**config.mk**
```make
export PLATFORM = sky130hd
export DESIGN_NAME = hdr_rewriter_end_flat
export DESIGN_NICKNAME = d
export VERILOG_FILES = /design/src/core/ifh_pkg.sv /design/src/core/ifh_link_if.sv /design/src/core/ifh_field_check.sv /design/src/core/ifh_rewriter_end.sv /design/src/flat_wrapper.sv
export SDC_FILE = /design/constraint.sdc
export NUM_CORES = 1
export LEC_CHECK = 0
export BUFFER_PORTS_ARGS = -buffer_cell sky130_fd_sc_hd__buf_2
export CORE_AREA = 2 2 289 291
export DETAILED_ROUTE_END_ITERATION = 6
export DIE_AREA = 0 0 291 293
export PLACE_DENSITY_LB_ADDON = 0.15
export SLEW_MARGIN = 20
export SYNTH_ARGS = -nofsm -noshare
export SYNTH_HDL_FRONTEND = slang
export SYNTH_SLANG_ARGS = --single-unit
export TNS_END_PERCENT = 5
```
**constraint.sdc**
```tcl
create_clock -name clock_in -period 2.47 [get_ports clock_in]
set_input_delay 0.494 -clock clock_in [delete_from_list [all_inputs] [get_ports clock_in]]
set_output_delay 0.494 -clock clock_in [all_outputs]
set_load 0.05 [all_outputs]
```
**src/core/ifh_pkg.sv**
```systemverilog
/*
 * Constants and field layout of the low 48 bits of the 28-byte internal
 * frame header, plus the encapsulation fields the rewriter reads.
 * Assumes: one core clock; everything else reads this package.
 */
`default_nettype none
package hdr_pkg;

    localparam int HDR_BYTES = 28;
    localparam int HDR_BITS  = HDR_BYTES * 8;
    localparam int LOW_BITS  = 48;
    localparam int UP_BITS   = HDR_BITS - LOW_BITS;

    // Encapsulation fields above the low section
    localparam int STRIP_LSB = 128;
    localparam int STRIP_MSB = 132;
    localparam int TYPE_LSB  = 133;
    localparam int TYPE_MSB  = 134;
    localparam logic [1:0] TYPE_ETH = 2'h0;

    // Pipeline point ranges
    localparam logic [4:0] PT_ANA_FIRST = 5'h01;
    localparam logic [4:0] PT_ANA_DONE  = 5'h10;
    localparam logic [4:0] PT_REW_FIRST = 5'h11;
    localparam logic [4:0] PT_REW_LAST  = 5'h19;

    localparam logic [1:0] PROBE_NONE = 2'h0;
    localparam logic       RSV_VALUE  = 1'b0;

    typedef enum logic [2:0] {
        DST_ENCAP  = 3'h0,
        DST_ROUTE_UC = 3'h1,
        DST_ROUTE_MC = 3'h2,
        DST_INJECT = 3'h3
    } dst_fmt_t;

    typedef enum logic [2:0] {
        ACT_NONE     = 3'h0,
        ACT_INJ      = 3'h1,
        ACT_INJ_MASQ = 3'h2,
        ACT_RSV      = 3'h3,
        ACT_XTR      = 3'h4,
        ACT_XTR_UPEP = 3'h5,
        ACT_LBK_ASM  = 3'h6,
        ACT_LBK_QS   = 3'h7
    } pipe_act_t;

    // Bit 47 first, bit 0 last
    typedef struct packed {
        logic       fwd_interface_injected;
        logic       rsv46;
        logic       service_index_key_use;
        logic       rsv44;
        logic       stacking_section_valid;
        logic       force_checksum_refresh;
        logic       rsv41;
        logic [2:0] destination_format_select;
        logic       sampled_to_cpu_flag;
        logic       aged;
        logic       rx_mirror;
        logic [1:0] mirror_probe;
        logic [5:0] ingress_port_number;
        logic       suppress_egress_edit;
        logic [2:0] pipeline_action_code;
        logic [4:0] pipeline_point_code;
        logic [7:0] cpu_queue_mask;
        logic [1:0] vlan_tag_removal_count;
        logic       dscp_preserve_flag;
        logic       dscp_replace_flag;
        logic [5:0] dscp;
    } fwd_fields_t;

    function automatic logic dst_reserved(input logic [2:0] f);
        dst_reserved = (f > DST_INJECT);
    endfunction : dst_reserved

endpackage : hdr_pkg
`default_nettype wire

```
**src/core/ifh_link_if.sv**
```systemverilog
/*
 * Header link between the CPU/queue end and the rewriter end.
 * Assumes: both ends on clock_in; valid/ready on each direction.
 */
`timescale 1ns/1ps
`default_nettype none
interface hdr_link_if;
    logic                        inj_valid;
    logic                        inj_ready;
    logic [hdr_pkg::HDR_BITS-1:0] inj_hdr;
    logic                        xtr_valid;
    logic                        xtr_ready;
    logic [hdr_pkg::HDR_BITS-1:0] xtr_hdr;

    modport dev (input inj_valid, inj_hdr, xtr_ready,
                 output inj_ready, xtr_valid, xtr_hdr);
    modport cpu (output inj_valid, inj_hdr, xtr_ready,
                 input inj_ready, xtr_valid, xtr_hdr);
endinterface : hdr_link_if
`default_nettype wire

```
**src/core/ifh_field_check.sv**
```systemverilog
/*
 * Combinational classifier for format, action and point codes.
 * Assumes: inputs are one registered header's low section.
 */
`timescale 1ns/1ps
`default_nettype none
module hdr_field_check (
    // Fields
    input  wire hdr_pkg::fwd_fields_t f_in,
    // Classification
    output logic                      bad_code_out,
    output logic                      pt_analyzer_out,
    output logic                      pt_rewriter_out
);
    import hdr_pkg::*;

    always_comb begin
        pt_analyzer_out = (f_in.pipeline_point_code >= PT_ANA_FIRST) &&
                          (f_in.pipeline_point_code <= PT_ANA_DONE);
        pt_rewriter_out = (f_in.pipeline_point_code >= PT_REW_FIRST) &&
                          (f_in.pipeline_point_code <= PT_REW_LAST);
        bad_code_out = dst_reserved(f_in.destination_format_select) ||
                       (f_in.pipeline_action_code == ACT_RSV) ||
                       (f_in.pipeline_point_code > PT_REW_LAST);
    end
endmodule : hdr_field_check
`default_nettype wire

```
**src/core/ifh_rewriter_end.sv**
```systemverilog
/*
 * Rewriter end: takes injected headers and turns them into registered
 * rewriter controls; builds extraction headers toward the CPU end.
 * Assumes: front_port_in and frame_modified_in are on clock_in and valid
 * when the header is taken; the link partner keeps reserved bits zero.
 */
`timescale 1ns/1ps
`default_nettype none
module hdr_rewriter_end (
    // Clock and reset
    input  wire logic                  clock_in,
    input  wire logic                  srst_in,
    // Link
    hdr_link_if.dev                    link,
    // Rewriter context
    input  wire logic                  front_port_in,
    input  wire logic                  frame_modified_in,
    // Rewriter controls
    output logic                       ctl_valid_out,
    output logic                       ctl_bad_code_out,
    output logic                       fwd_interface_injected_out,
    output logic                       service_index_key_use_out,
    output logic                       stacking_fwd_out,
    output logic                       checksum_refresh_out,
    output logic [2:0]                 destination_format_out,
    output logic [5:0]                 ingress_port_out,
    output logic                       edit_enable_out,
    output logic [2:0]                 pipeline_action_out,
    output logic [4:0]                 pipeline_point_out,
    output logic                       point_in_rewriter_out,
    output logic [7:0]                 cpu_queue_mask_out,
    output logic [1:0]                 vlan_pop_count_out,
    output logic                       vlan_pop_inner_out,
    output logic [4:0]                 halfword_strip_out,
    output logic                       dscp_remap_out,
    output logic                       dscp_replace_out,
    output logic [5:0]                 dscp_value_out,
    // Extraction source
    input  wire logic                  xtr_valid_in,
    input  wire hdr_pkg::fwd_fields_t  xtr_fields_in,
    input  wire logic [hdr_pkg::UP_BITS-1:0] xtr_upper_in,
    input  wire logic                  sampled_in,
    input  wire logic                  aged_in,
    input  wire logic                  rx_mirror_in,
    input  wire logic [1:0]            mirror_probe_in,
    output logic                       xtr_ready_out
);
    import hdr_pkg::*;

    ////////////////////////////////////////////////////////////////////////
    fwd_fields_t f_in;
    logic        take;
    logic        bad_code;
    logic        pt_ana;
    logic        pt_rew;
    logic [4:0]  strip_cnt;
    logic [1:0]  after_type;
    logic        edits;
    logic        inj_ready_q;
    logic        xtr_valid_q;
    logic        xtr_busy_d;
    logic [HDR_BITS-1:0] xtr_hdr_q;
    fwd_fields_t xf;

    // low section sits at the bottom of the fixed word
    assign f_in       = fwd_fields_t'(link.inj_hdr[LOW_BITS-1:0]);
    assign strip_cnt  = link.inj_hdr[STRIP_MSB:STRIP_LSB];
    assign after_type = link.inj_hdr[TYPE_MSB:TYPE_LSB];
    assign take       = link.inj_valid && inj_ready_q;
    // no edits on front ports when suppressed
    assign edits      = front_port_in && !f_in.suppress_egress_edit;

    hdr_field_check i_hdr_field_check (
        .f_in            (f_in),
        .bad_code_out    (bad_code),
        .pt_analyzer_out (pt_ana),
        .pt_rewriter_out (pt_rew)
    );

    ////////////////////////////////////////////////////////////////////////
    // Injection side accepts every cycle once out of reset
    always_ff @(posedge clock_in) begin
        if (srst_in) begin
            inj_ready_q <= 1'b0;
        end else begin
            inj_ready_q <= 1'b1;
        end
    end
    assign link.inj_ready = inj_ready_q;

    always_ff @(posedge clock_in) begin
        if (srst_in) begin
            ctl_valid_out    <= 1'b0;
            ctl_bad_code_out <= 1'b0;
        end else begin
            ctl_valid_out    <= take;
            // reserved format or codes are flagged
            if (take) begin
                ctl_bad_code_out <= bad_code;
            end
        end
    end

    // Controls stand until the next header is taken
    always_ff @(posedge clock_in) begin
        if (srst_in) begin
            fwd_interface_injected_out <= 1'b0;
            service_index_key_use_out  <= 1'b0;
            stacking_fwd_out           <= 1'b0;
            destination_format_out     <= DST_ENCAP;
            ingress_port_out           <= 6'h00;
            pipeline_action_out        <= ACT_NONE;
            pipeline_point_out         <= 5'h00;
            point_in_rewriter_out      <= 1'b0;
            cpu_queue_mask_out         <= 8'h00;
        end else if (take) begin
            fwd_interface_injected_out <= f_in.fwd_interface_injected;
            // lookup key uses the service index
            service_index_key_use_out  <= f_in.service_index_key_use;
            stacking_fwd_out           <= f_in.stacking_section_valid;
            destination_format_out     <= f_in.destination_format_select;
            ingress_port_out           <= f_in.ingress_port_number;
            pipeline_action_out        <= f_in.pipeline_action_code;
            pipeline_point_out         <= f_in.pipeline_point_code;
            point_in_rewriter_out      <= pt_rew && !pt_ana;
            cpu_queue_mask_out         <= f_in.cpu_queue_mask;
        end
    end

    // Frame edit controls, gated by front-port no-edit except forced checksum refresh and the DSCP value
    always_ff @(posedge clock_in) begin
        if (srst_in) begin
            edit_enable_out      <= 1'b0;
            checksum_refresh_out <= 1'b0;
            vlan_pop_count_out   <= 2'h0;
            vlan_pop_inner_out   <= 1'b0;
            halfword_strip_out   <= 5'h00;
            dscp_remap_out       <= 1'b0;
            dscp_replace_out     <= 1'b0;
            dscp_value_out       <= 6'h00;
        end else if (take) begin
            edit_enable_out      <= edits;
            // forced, or only when hardware edited
            checksum_refresh_out <= f_in.force_checksum_refresh ||
                                    (frame_modified_in && edits);
            vlan_pop_count_out   <= edits ? f_in.vlan_tag_removal_count
                                          : 2'h0;
            // inner layer when stripped to Ethernet
            vlan_pop_inner_out   <= edits && (strip_cnt != 5'h00) &&
                                    (after_type == TYPE_ETH);
            // halfwords stripped from the frame start
            halfword_strip_out   <= edits ? strip_cnt : 5'h00;
            dscp_remap_out       <= edits && !f_in.dscp_preserve_flag &&
                                    !f_in.dscp_replace_flag;
            dscp_replace_out     <= edits && f_in.dscp_replace_flag;
            dscp_value_out       <= f_in.dscp;
        end
    end

    ////////////////////////////////////////////////////////////////////////
    // Extraction header builder; holds until the CPU end takes it
    always_comb begin
        xf = xtr_fields_in;
        xf.rsv46 = RSV_VALUE;
        xf.rsv44 = RSV_VALUE;
        xf.rsv41 = RSV_VALUE;
        xf.sampled_to_cpu_flag = sampled_in;
        xf.aged = aged_in;
        xf.rx_mirror = rx_mirror_in;
        xf.mirror_probe = rx_mirror_in ? mirror_probe_in : PROBE_NONE;
    end

    always_comb begin
        xtr_busy_d = xtr_valid_q;
        if (xtr_valid_q && link.xtr_ready) begin
            xtr_busy_d = 1'b0;
        end
        if (xtr_valid_in && xtr_ready_out) begin
            xtr_busy_d = 1'b1;
        end
    end

    always_ff @(posedge clock_in) begin
        if (srst_in) begin
            xtr_valid_q   <= 1'b0;
            xtr_ready_out <= 1'b0;
        end else begin
            xtr_valid_q   <= xtr_busy_d;
            xtr_ready_out <= !xtr_busy_d;
        end
    end

    // header goes only to the CPU end, never into frame data
    always_ff @(posedge clock_in) begin
        if (srst_in) begin
            xtr_hdr_q <= '0;
        end else if (xtr_valid_in && xtr_ready_out) begin
            xtr_hdr_q <= {xtr_upper_in, xf};
        end
    end

    assign link.xtr_valid = xtr_valid_q;
    assign link.xtr_hdr   = xtr_hdr_q;

endmodule : hdr_rewriter_end
`default_nettype wire

```
**src/flat_wrapper.sv**
```systemverilog
// flat-port wrapper written by rule: the top's interface ports become plain ports
module hdr_rewriter_end_flat import hdr_pkg::*;
  (clock_in, srst_in, front_port_in, frame_modified_in, ctl_valid_out, ctl_bad_code_out, fwd_interface_injected_out, service_index_key_use_out, stacking_fwd_out, checksum_refresh_out, destination_format_out, ingress_port_out, edit_enable_out, pipeline_action_out, pipeline_point_out, point_in_rewriter_out, cpu_queue_mask_out, vlan_pop_count_out, vlan_pop_inner_out, halfword_strip_out, dscp_remap_out, dscp_replace_out, dscp_value_out, xtr_valid_in, xtr_fields_in, xtr_upper_in, sampled_in, aged_in, rx_mirror_in, mirror_probe_in, xtr_ready_out, link_inj_valid, link_inj_hdr, link_xtr_ready, link_inj_ready, link_xtr_valid, link_xtr_hdr);
  hdr_link_if link_i ();
  input  wire logic clock_in;
  input  wire logic srst_in;
  input  wire logic front_port_in;
  input  wire logic frame_modified_in;
  output logic ctl_valid_out;
  output logic ctl_bad_code_out;
  output logic fwd_interface_injected_out;
  output logic service_index_key_use_out;
  output logic stacking_fwd_out;
  output logic checksum_refresh_out;
  output logic [2:0] destination_format_out;
  output logic [5:0] ingress_port_out;
  output logic edit_enable_out;
  output logic [2:0] pipeline_action_out;
  output logic [4:0] pipeline_point_out;
  output logic point_in_rewriter_out;
  output logic [7:0] cpu_queue_mask_out;
  output logic [1:0] vlan_pop_count_out;
  output logic vlan_pop_inner_out;
  output logic [4:0] halfword_strip_out;
  output logic dscp_remap_out;
  output logic dscp_replace_out;
  output logic [5:0] dscp_value_out;
  input  wire logic xtr_valid_in;
  input  wire hdr_pkg::fwd_fields_t xtr_fields_in;
  input  wire logic [hdr_pkg::UP_BITS-1:0] xtr_upper_in;
  input  wire logic sampled_in;
  input  wire logic aged_in;
  input  wire logic rx_mirror_in;
  input  wire logic [1:0] mirror_probe_in;
  output logic xtr_ready_out;
  input wire logic [$bits(link_i.inj_valid)-1:0] link_inj_valid;
  input wire logic [$bits(link_i.inj_hdr)-1:0] link_inj_hdr;
  input wire logic [$bits(link_i.xtr_ready)-1:0] link_xtr_ready;
  output wire logic [$bits(link_i.inj_ready)-1:0] link_inj_ready;
  output wire logic [$bits(link_i.xtr_valid)-1:0] link_xtr_valid;
  output wire logic [$bits(link_i.xtr_hdr)-1:0] link_xtr_hdr;
  assign link_i.inj_valid = link_inj_valid;
  assign link_i.inj_hdr = link_inj_hdr;
  assign link_i.xtr_ready = link_xtr_ready;
  assign link_inj_ready = link_i.inj_ready;
  assign link_xtr_valid = link_i.xtr_valid;
  assign link_xtr_hdr = link_i.xtr_hdr;
  hdr_rewriter_end u_core (.clock_in(clock_in), .srst_in(srst_in), .link(link_i), .front_port_in(front_port_in), .frame_modified_in(frame_modified_in), .ctl_valid_out(ctl_valid_out), .ctl_bad_code_out(ctl_bad_code_out), .fwd_interface_injected_out(fwd_interface_injected_out), .service_index_key_use_out(service_index_key_use_out), .stacking_fwd_out(stacking_fwd_out), .checksum_refresh_out(checksum_refresh_out), .destination_format_out(destination_format_out), .ingress_port_out(ingress_port_out), .edit_enable_out(edit_enable_out), .pipeline_action_out(pipeline_action_out), .pipeline_point_out(pipeline_point_out), .point_in_rewriter_out(point_in_rewriter_out), .cpu_queue_mask_out(cpu_queue_mask_out), .vlan_pop_count_out(vlan_pop_count_out), .vlan_pop_inner_out(vlan_pop_inner_out), .halfword_strip_out(halfword_strip_out), .dscp_remap_out(dscp_remap_out), .dscp_replace_out(dscp_replace_out), .dscp_value_out(dscp_value_out), .xtr_valid_in(xtr_valid_in), .xtr_fields_in(xtr_fields_in), .xtr_upper_in(xtr_upper_in), .sampled_in(sampled_in), .aged_in(aged_in), .rx_mirror_in(rx_mirror_in), .mirror_probe_in(mirror_probe_in), .xtr_ready_out(xtr_ready_out));
endmodule
```
==> flow_summary_export.csv, run 1 <==
group,metric,value,unit
status,outcome,"finished, final reports clean",
die,initial_utilization,11.7,%
synth,synth_top_area_cell,"dfxtp_1",
setup_path,critPathTopFamily,"flip-flops",
pwr,power.density,819,mW/mm^2
die,core_area,0.0818,mm^2
timing,worst_pin_slew,0.667,ns
place,place_area,0.0135,mm^2
setup_path,max_stage_delay,0.44,ns
global_route,grt_overflow,0,
timing,finalCritPeriodShare,73.5,%
hold_path,whs_path_depth,3,
die,ioPinCount,736,
hold_path,hold_end,"u_core.link.xtr_hdr[177]",
detailed_routing,ant_nets,0,
synth,ys_seq_area_share,57.2,%
global_route,grt_pass1_vias,10100,
global_route,antenna_found_initial,16,
clock_tree,numCtsBuffers,38,
timing,setup_tns,0,ns
detailed_routing,via_per_inst,3.49,
clock_tree,htreeDepth,2,
synth,synth.area.top_cells,"dfxtp_1, nand2_1, a21oi_1",
clock_tree,post-cts-setup-buffers,0,
synth,synth_common_cells,"nand2_1, dfxtp_1, a21oi_1, buf_2, clkbuf_1",
pwr,p_seq_share,38.9,%
setup_path,setup.worst_path.end_class,"output pin",
timing,rsz0062_at_grt,"false",
synth,yosysWarnings,0,
global_route,grt_pass1_wl,65.3,mm
setup_path,crit_type,"register to output pin",
clock_tree,ctsResizeCount,0,
synth,yosysUniqueCellTypes,26,
detailed_routing,finalWirelength,44.4,mm
die,die_h,293,um
clock_tree,cts_tree,"done",
synth,synth_xor_xnor_area_share,0,%
global_route,grt_max_degree,57,
detailed_routing,vias,9827,
synth,synth.mux.area_fraction,0,%
run,drv_cap,0,
place,gp_congestion,0.771,
pwr,fin_total_pwr,12.1,mW
setup_path,path_cells,"buf_2",
place,dp_hpwl,33.6,mm
timing,fin_skew,0.0193,ns
die,num_rows,105,
setup_path,startpoint_type,"register",
clock_tree,holdBufCountCts,0,
cells_and_area,fin_area,0.0148,mm^2
synth,syn_avg_cell_area,8.09,um^2
synth,syn_inst,1180,
clock_tree,cts_root_buf,"clkbuf_16",
synth,synth_edf_count,0,
synth,synth-simple-area-share,21.5,%
setup_path,slowest_stage,"dfxtp_1",
pwr,power_switching,3.56,mW
pwr,peakVddDrop,0.000442,V
pwr,pwr-share-clk,46.3,%
cells_and_area,syn_to_final_growth,54.8,%
cells_and_area,final_nets,2172,
synth,ys_ff_latch,273,
hold_path,hold_start,"xtr_upper_in[129]",
setup_path,cp_max_fo,3,
pwr,swShare,29.4,%
clock_tree,path_clk_slew,0.06,ns
setup_path,r2r_slack,0.85,ns
cells_and_area,layout-drive-gt1-share,37.0,%
synth,synthesis.area,0.00955,mm^2
timing,finalCriticalPeriod,1.81,ns
timing,slew_headroom,55.5,%
die,die_area,0.0853,mm^2
pwr,leakage,6.53,nW
detailed_routing,drt-pass1-iter-count,4,
synth,synth_most_common_cell,"nand2_1",
setup_path,r2r-start,"u_core.xtr_ready_out",
synth,synth_compound_area_share,14.7,%
setup_path,cp.buffers_inverters,1,
global_route,groute.usage.overall,10.0,%
timing,setup_viol,0,
hold_path,min_path_type,"input port to register",
synth,synth_top_family_by_area,"simple AND/OR/NAND/NOR gates",
synth,async_flop_share,0,%
synth,synth-adder-area-share,0,%
timing,finalHoldViolCount,0,
die,die_w,291,um
pwr,combinationalPowerShare,14.8,%
setup_path,reg2reg_to,"u_core.link.xtr_hdr[33]",
synth,synthFlopType,"dfxtp_1",
clock_tree,clk_path_buf_depth,3,
place,port_buffers,547,
pwr,internal_power,8.55,mW
cells_and_area,fin_util,18.1,%
setup_path,worstRegToRegCells,5,
detailed_routing,first_iter_violations,265,
timing,timing.fmax,0.551,GHz
detailed_routing,drc_errors,0,
synth,synth_top_cell_area_share,57.2,%
setup_path,crit_required,1.98,ns
clock_tree,cts_sinks,273,
cells_and_area,fillers,9407,
timing,slew_viol_final,0,
clock_tree,clock_latency,0.55,ns
detailed_routing,wire_per_inst,15.8,um
setup_path,crit_arrival,1.32,ns
-- registers in the layout (all words and copies together) (netlist names), 3 cells and up --
name / cells
u_core.cpu_queue_mask_out: 8
u_core.destination_format_out: 3
u_core.dscp_value_out: 6
u_core.halfword_strip_out: 5
u_core.ingress_port_out: 6
u_core.link.xtr_hdr: 221
u_core.pipeline_action_out: 3
u_core.pipeline_point_out: 5
-- placed cells by master, fill, tap and decap left out --
cell | netlist | layout
buf_12 | 1 | 16
and2_1 | 2 | 1
and3_1 | 1 | 1
inv_1 | 2 | 2
nand2b_1 | 1 | 1
conb_1 | 1 | 3
o211ai_1 | 2 | 2
nand4_1 | 1 | 1
dfxtp_1 | 273 | 273
clkbuf_1 | 31 | 11
nand3_1 | 2 | 2
bufinv_16 | 0 | 4
and4b_1 | 1 | 1
clkbuf_16 | 0 | 38
nand2_8 | 0 | 1
clkinv_8 | 0 | 1
a21oi_1 | 258 | 258
nand2_1 | 514 | 514
buf_2 | 33 | 546
a22oi_1 | 9 | 9
buf_4 | 5 | 19
or4_1 | 2 | 2
nor2_1 | 13 | 13
inv_6 | 0 | 2
and2_4 | 0 | 1
a31oi_1 | 3 | 3
o21ai_0 | 1 | 1
clkbuf_8 | 0 | 7
clkinv_2 | 0 | 7
clkinvlp_4 | 0 | 1
diode_2 | 0 | 2
a21oi_2 | 1 | 1
-- worst max-delay path by stage --
stage / start / to / cells past startpoint
5_1_grt: u_core.xtr_ready_out / xtr_ready_out / 1
4_1_cts: u_core.xtr_ready_out / xtr_ready_out / 1
2_1_floorplan: u_core.xtr_ready_out / u_core.link.xtr_hdr[35] / 6
3_5_place_dp: xtr_valid_in / u_core.link.xtr_hdr[33] / 6
3_3_place_gp: xtr_valid_in / u_core.link.xtr_hdr[34] / 6
6_report: u_core.xtr_ready_out / xtr_ready_out / 1
-- power groups by stage --
stage	Clock (mW)	Sequential [mW]	Combinational, mW
global route	6.04	4.73	1.94
global placement	0	4.80	1.83
detailed placement	0	4.80	1.83
floorplan	0	5.49	0.479
CTS	5.89	4.71	1.83
finish	5.61	4.71	1.80
-- layer usage --
layer	up-vias	GRT usage, %	wire length (um)
met3	64	4.85	4890
li1	4872	-	-
met1	4460	11.9	18900
met5	-	0	104
met4	16	2.75	923
met2	415	16.0	19600
-- per-stage QoR --
stage / hold slack (ns) / worst slack (ns) / cells
floorplan: 0.630 / 1.02 / 1182
global placement: 0.438 / 0.667 / 2742
detailed placement: 0.443 / 0.652 / 2742
CTS: 0.123 / 0.592 / 2812
global route: 0.136 / 0.589 / 2812
finish: 0.176 / 0.655 / 2814
-- cells by family after synthesis --
| group | after synthesis |
|---|---|
| simple gates | 538 |
| compound gates | 274 |
| flops | 273 |
| buf+inv | 94 |
| other cells | 1 |
-- cell type report --
type	instances	area [um^2]	share of cell area, %
timing repair buffer	582	3210	21.7
sequential	273	5470	37.0
tap	1070	1340	9.06
multi-input combinational	815	3480	23.6
inverter	2	7.51	0.0508
clock inverter	15	196	1.33
antenna	2	5.00	0.0339
clock buffer	55	1070	7.27
No activity file was read; power rests on OpenSTA's default activity.
==> run 2: changes to the inputs <==
Settings changed: ABC_AREA set to 1, CORE_AREA 2 2 289 291 to 2 2 283 285, DIE_AREA 0 0 291 293 to 0 0 285 287.
Clock period 2.47 ns to 1.7 ns, I/O delays scaled along.
==> run 2 against run 1 <==
Effect of this change:
- area after synthesis hardly changed
- clock skew fell by 0.0033 ns
- non-clock buffer count grew 27
- largest cell class unchanged
- critical path depth unchanged
- combinational power up 97%
- clock-buffer cell count unchanged
- hold slack worse by 0.13 ns
- worst setup slack got worse by 0.56 ns
- via count increased by 0.71%
- routed wire length is 4.0% lower
- highest routed layer unchanged
- critical path type unchanged
- first-iteration DRC count rose by 0.75%
==> flow_summary_export.csv, run 2 <==
group,metric,value,unit
cells_and_area,final_nets,2223,
timing,layout_setup_ws,0.0921,ns
synth,synth.area.top_cells,"dfxtp_1, nor2_1, o21ai_0",
cells_and_area,layout-drive-gt1-share,35.9,%
synth,syn_inst,1201,
pwr,power.density,1230,mW/mm^2
clock_tree,cts_sinks,273,
die,num_rows,103,
synth,synth_common_cells,"nor2_1, dfxtp_1, o21ai_0, buf_2, o21ai_1",
setup_path,slowest_stage,"dfxtp_1",
synth,synth_top_area_cell,"dfxtp_1",
global_route,grt_overflow,0,
detailed_routing,via_per_inst,3.49,
timing,setup_tns,0,ns
setup_path,worstRegToRegCells,4,
run,drv_cap,0,
synth,synth_edf_count,0,
setup_path,reg2reg_to,"u_core.pipeline_point_out[2]",
pwr,peakVddDrop,0.000517,V
setup_path,startpoint_type,"register",
synth,yosysUniqueCellTypes,17,
detailed_routing,drt-pass1-iter-count,4,
timing,slew_viol_final,0,
setup_path,crit_type,"register to output pin",
synth,synth_top_cell_area_share,57.2,%
synth,synthesis.area,0.00955,mm^2
die,initial_utilization,12.2,%
timing,finalCriticalPeriod,1.61,ns
hold_path,whs_path_depth,3,
clock_tree,htreeDepth,2,
detailed_routing,ant_nets,0,
cells_and_area,layout_common_cells,"buf_2, nor2_1, dfxtp_1",
timing,slew_headroom,53.6,%
global_route,groute.usage.overall,9.83,%
detailed_routing,wire_per_inst,15.0,um
synth,ys_ff_latch,273,
timing,timing.fmax,0.622,GHz
die,die_w,285,um
setup_path,cp_max_fo,2,
global_route,grt_pass1_vias,9730,
place,post-place-ws,0.217,ns
detailed_routing,first_iter_violations,267,
timing,fin_skew,0.0160,ns
timing,rsz0062_at_grt,"false",
setup_path,critPathTopFamily,"flip-flops",
detailed_routing,vias,9897,
synth,async_flop_share,0,%
synth,synthFlopType,"dfxtp_1",
global_route,antenna_found_initial,9,
clock_tree,path_clk_slew,0.06,ns
status,outcome,"finished, final reports clean",
synth,syn_avg_cell_area,7.95,um^2
place,dp_hpwl,32.4,mm
pwr,leakage,6.91,nW
global_route,grt_max_degree,61,
die,die_area,0.0818,mm^2
timing,finalCritPeriodShare,94.6,%
cells_and_area,largest_reg_flops,221,
synth,yosysWarnings,0,
setup_path,r2r-start,"u_core.link.inj_ready",
detailed_routing,finalWirelength,42.6,mm
die,die_h,287,um
setup_path,crit_arrival,1.27,ns
place,port_buffers,547,
setup_path,r2r_slack,0.34,ns
die,core_area,0.0786,mm^2
timing,worst_pin_slew,0.696,ns
clock_tree,cts_tree,"done",
die,ioPinCount,736,
place,gp_congestion,0.788,
clock_tree,cts_root_buf,"clkbuf_16",
detailed_routing,drc_errors,0,
global_route,grt_pass1_wl,61.4,mm
clock_tree,clk_path_buf_depth,3,
timing,finalHoldViolCount,0,
timing,setup_viol,0,
hold_path,min_path_type,"input port to register",
cells_and_area,layout_commonest_cell,"buf_2",
clock_tree,clock_latency,0.54,ns
setup_path,setup.worst_path.end_class,"output pin",
clock_tree,numCtsBuffers,38,
setup_path,path_cells,"buf_4",
hold_path,hold_end,"u_core.link.xtr_hdr[39]",
setup_path,max_stage_delay,0.47,ns
hold_path,hold_start,"xtr_fields_in[39]",
synth,synth_most_common_cell,"nor2_1",
synth,ys_seq_area_share,57.2,%
cells_and_area,syn_to_final_growth,56.5,%
setup_path,cp.buffers_inverters,1,
setup_path,crit_required,1.36,ns
cells_and_area,fillers,9057,
run 2: cells by family after synthesis:
| family | Yosys count | synth area share, % |
|---|---|---|
| buf+inv | 102 | 6.59 |
| flops | 273 | 57.2 |
| compound gates | 272 | 14.3 |
| other cells | 1 | 0.0393 |
| simple gates | 553 | 21.9 |
run 2: area by class of cell:
cell class	instances	area, um^2	share of cell area [%]
Sequential cell	273	5470	36.6
Antenna cell	2	5.00	0.0335
Clock inverter	7	98.8	0.661
Timing Repair Buffer	609	3430	23.0
Tap cell	1050	1310	8.79
Multi-Input combinational cell	828	3480	23.3
Clock buffer	55	1100	7.33
Inverter	13	61.3	0.410
run 2: metrics by stage:
| stage | total power [mW] | area (um^2) | instances | util [%] | hold slack [ns] |
|---|---|---|---|---|---|
| CTS | 18.9 | 14900 | 2835 | 19.0 | 0.000206 |
| detailed placement | 10.7 | 13500 | 2748 | 17.2 | 0.457 |
| global route | 19.3 | 14900 | 2836 | 19.0 | 0.0259 |
| global placement | 10.7 | 13500 | 2748 | 17.2 | 0.452 |
| floorplan | 9.58 | 9560 | 1203 | - | 0.419 |
| finish | 18.4 | 15000 | 2837 | 19.0 | 0.0467 |
run 2: what timing repair did:
action / in CTS / in global routing
buffers inserted: 0 / 0
setup endpoints to repair: 2 / 0
endpoints found under the hold margin: 25 / 0
hold buffers: 25 / 0
gates resized for setup: 2 / 0
run 2: how the worst max path moves through the flow:
stage                     cells after the start                    start                            to
after floorplan                               5     u_core.xtr_ready_out       u_core.link.xtr_hdr[14]
after CTS                                     1  u_core.link.xtr_hdr[12]              link_xtr_hdr[12]
after global placement                        7           link_inj_valid       u_core.ctl_bad_code_out
final                                         1  u_core.link.xtr_hdr[12]              link_xtr_hdr[12]
after detailed placement                      5           link_inj_valid  u_core.pipeline_point_out[2]
after global routing                          1  u_core.link.xtr_hdr[12]              link_xtr_hdr[12]
run 2: power by group:
group / switching, mW / total [mW] / internal [mW]
clock network: 3.06 / 7.81 / 4.75
logic: 2.59 / 3.55 / 0.961
registers: 0.207 / 7.05 / 6.84
total: 5.85 / 18.4 / 12.5
run 2: layer usage:
layer  track usage, %  part of all wire, %  routed length, um  vias to the layer above
met5                0                 0.21                 90                        -
met4             3.26                  2.7               1140                       14
met3             3.96                  8.9               3780                       78
met2             16.6                   47              19900                      338
met1             11.3                   41              17700                     4514
li1                 -                    -                  -                     4953
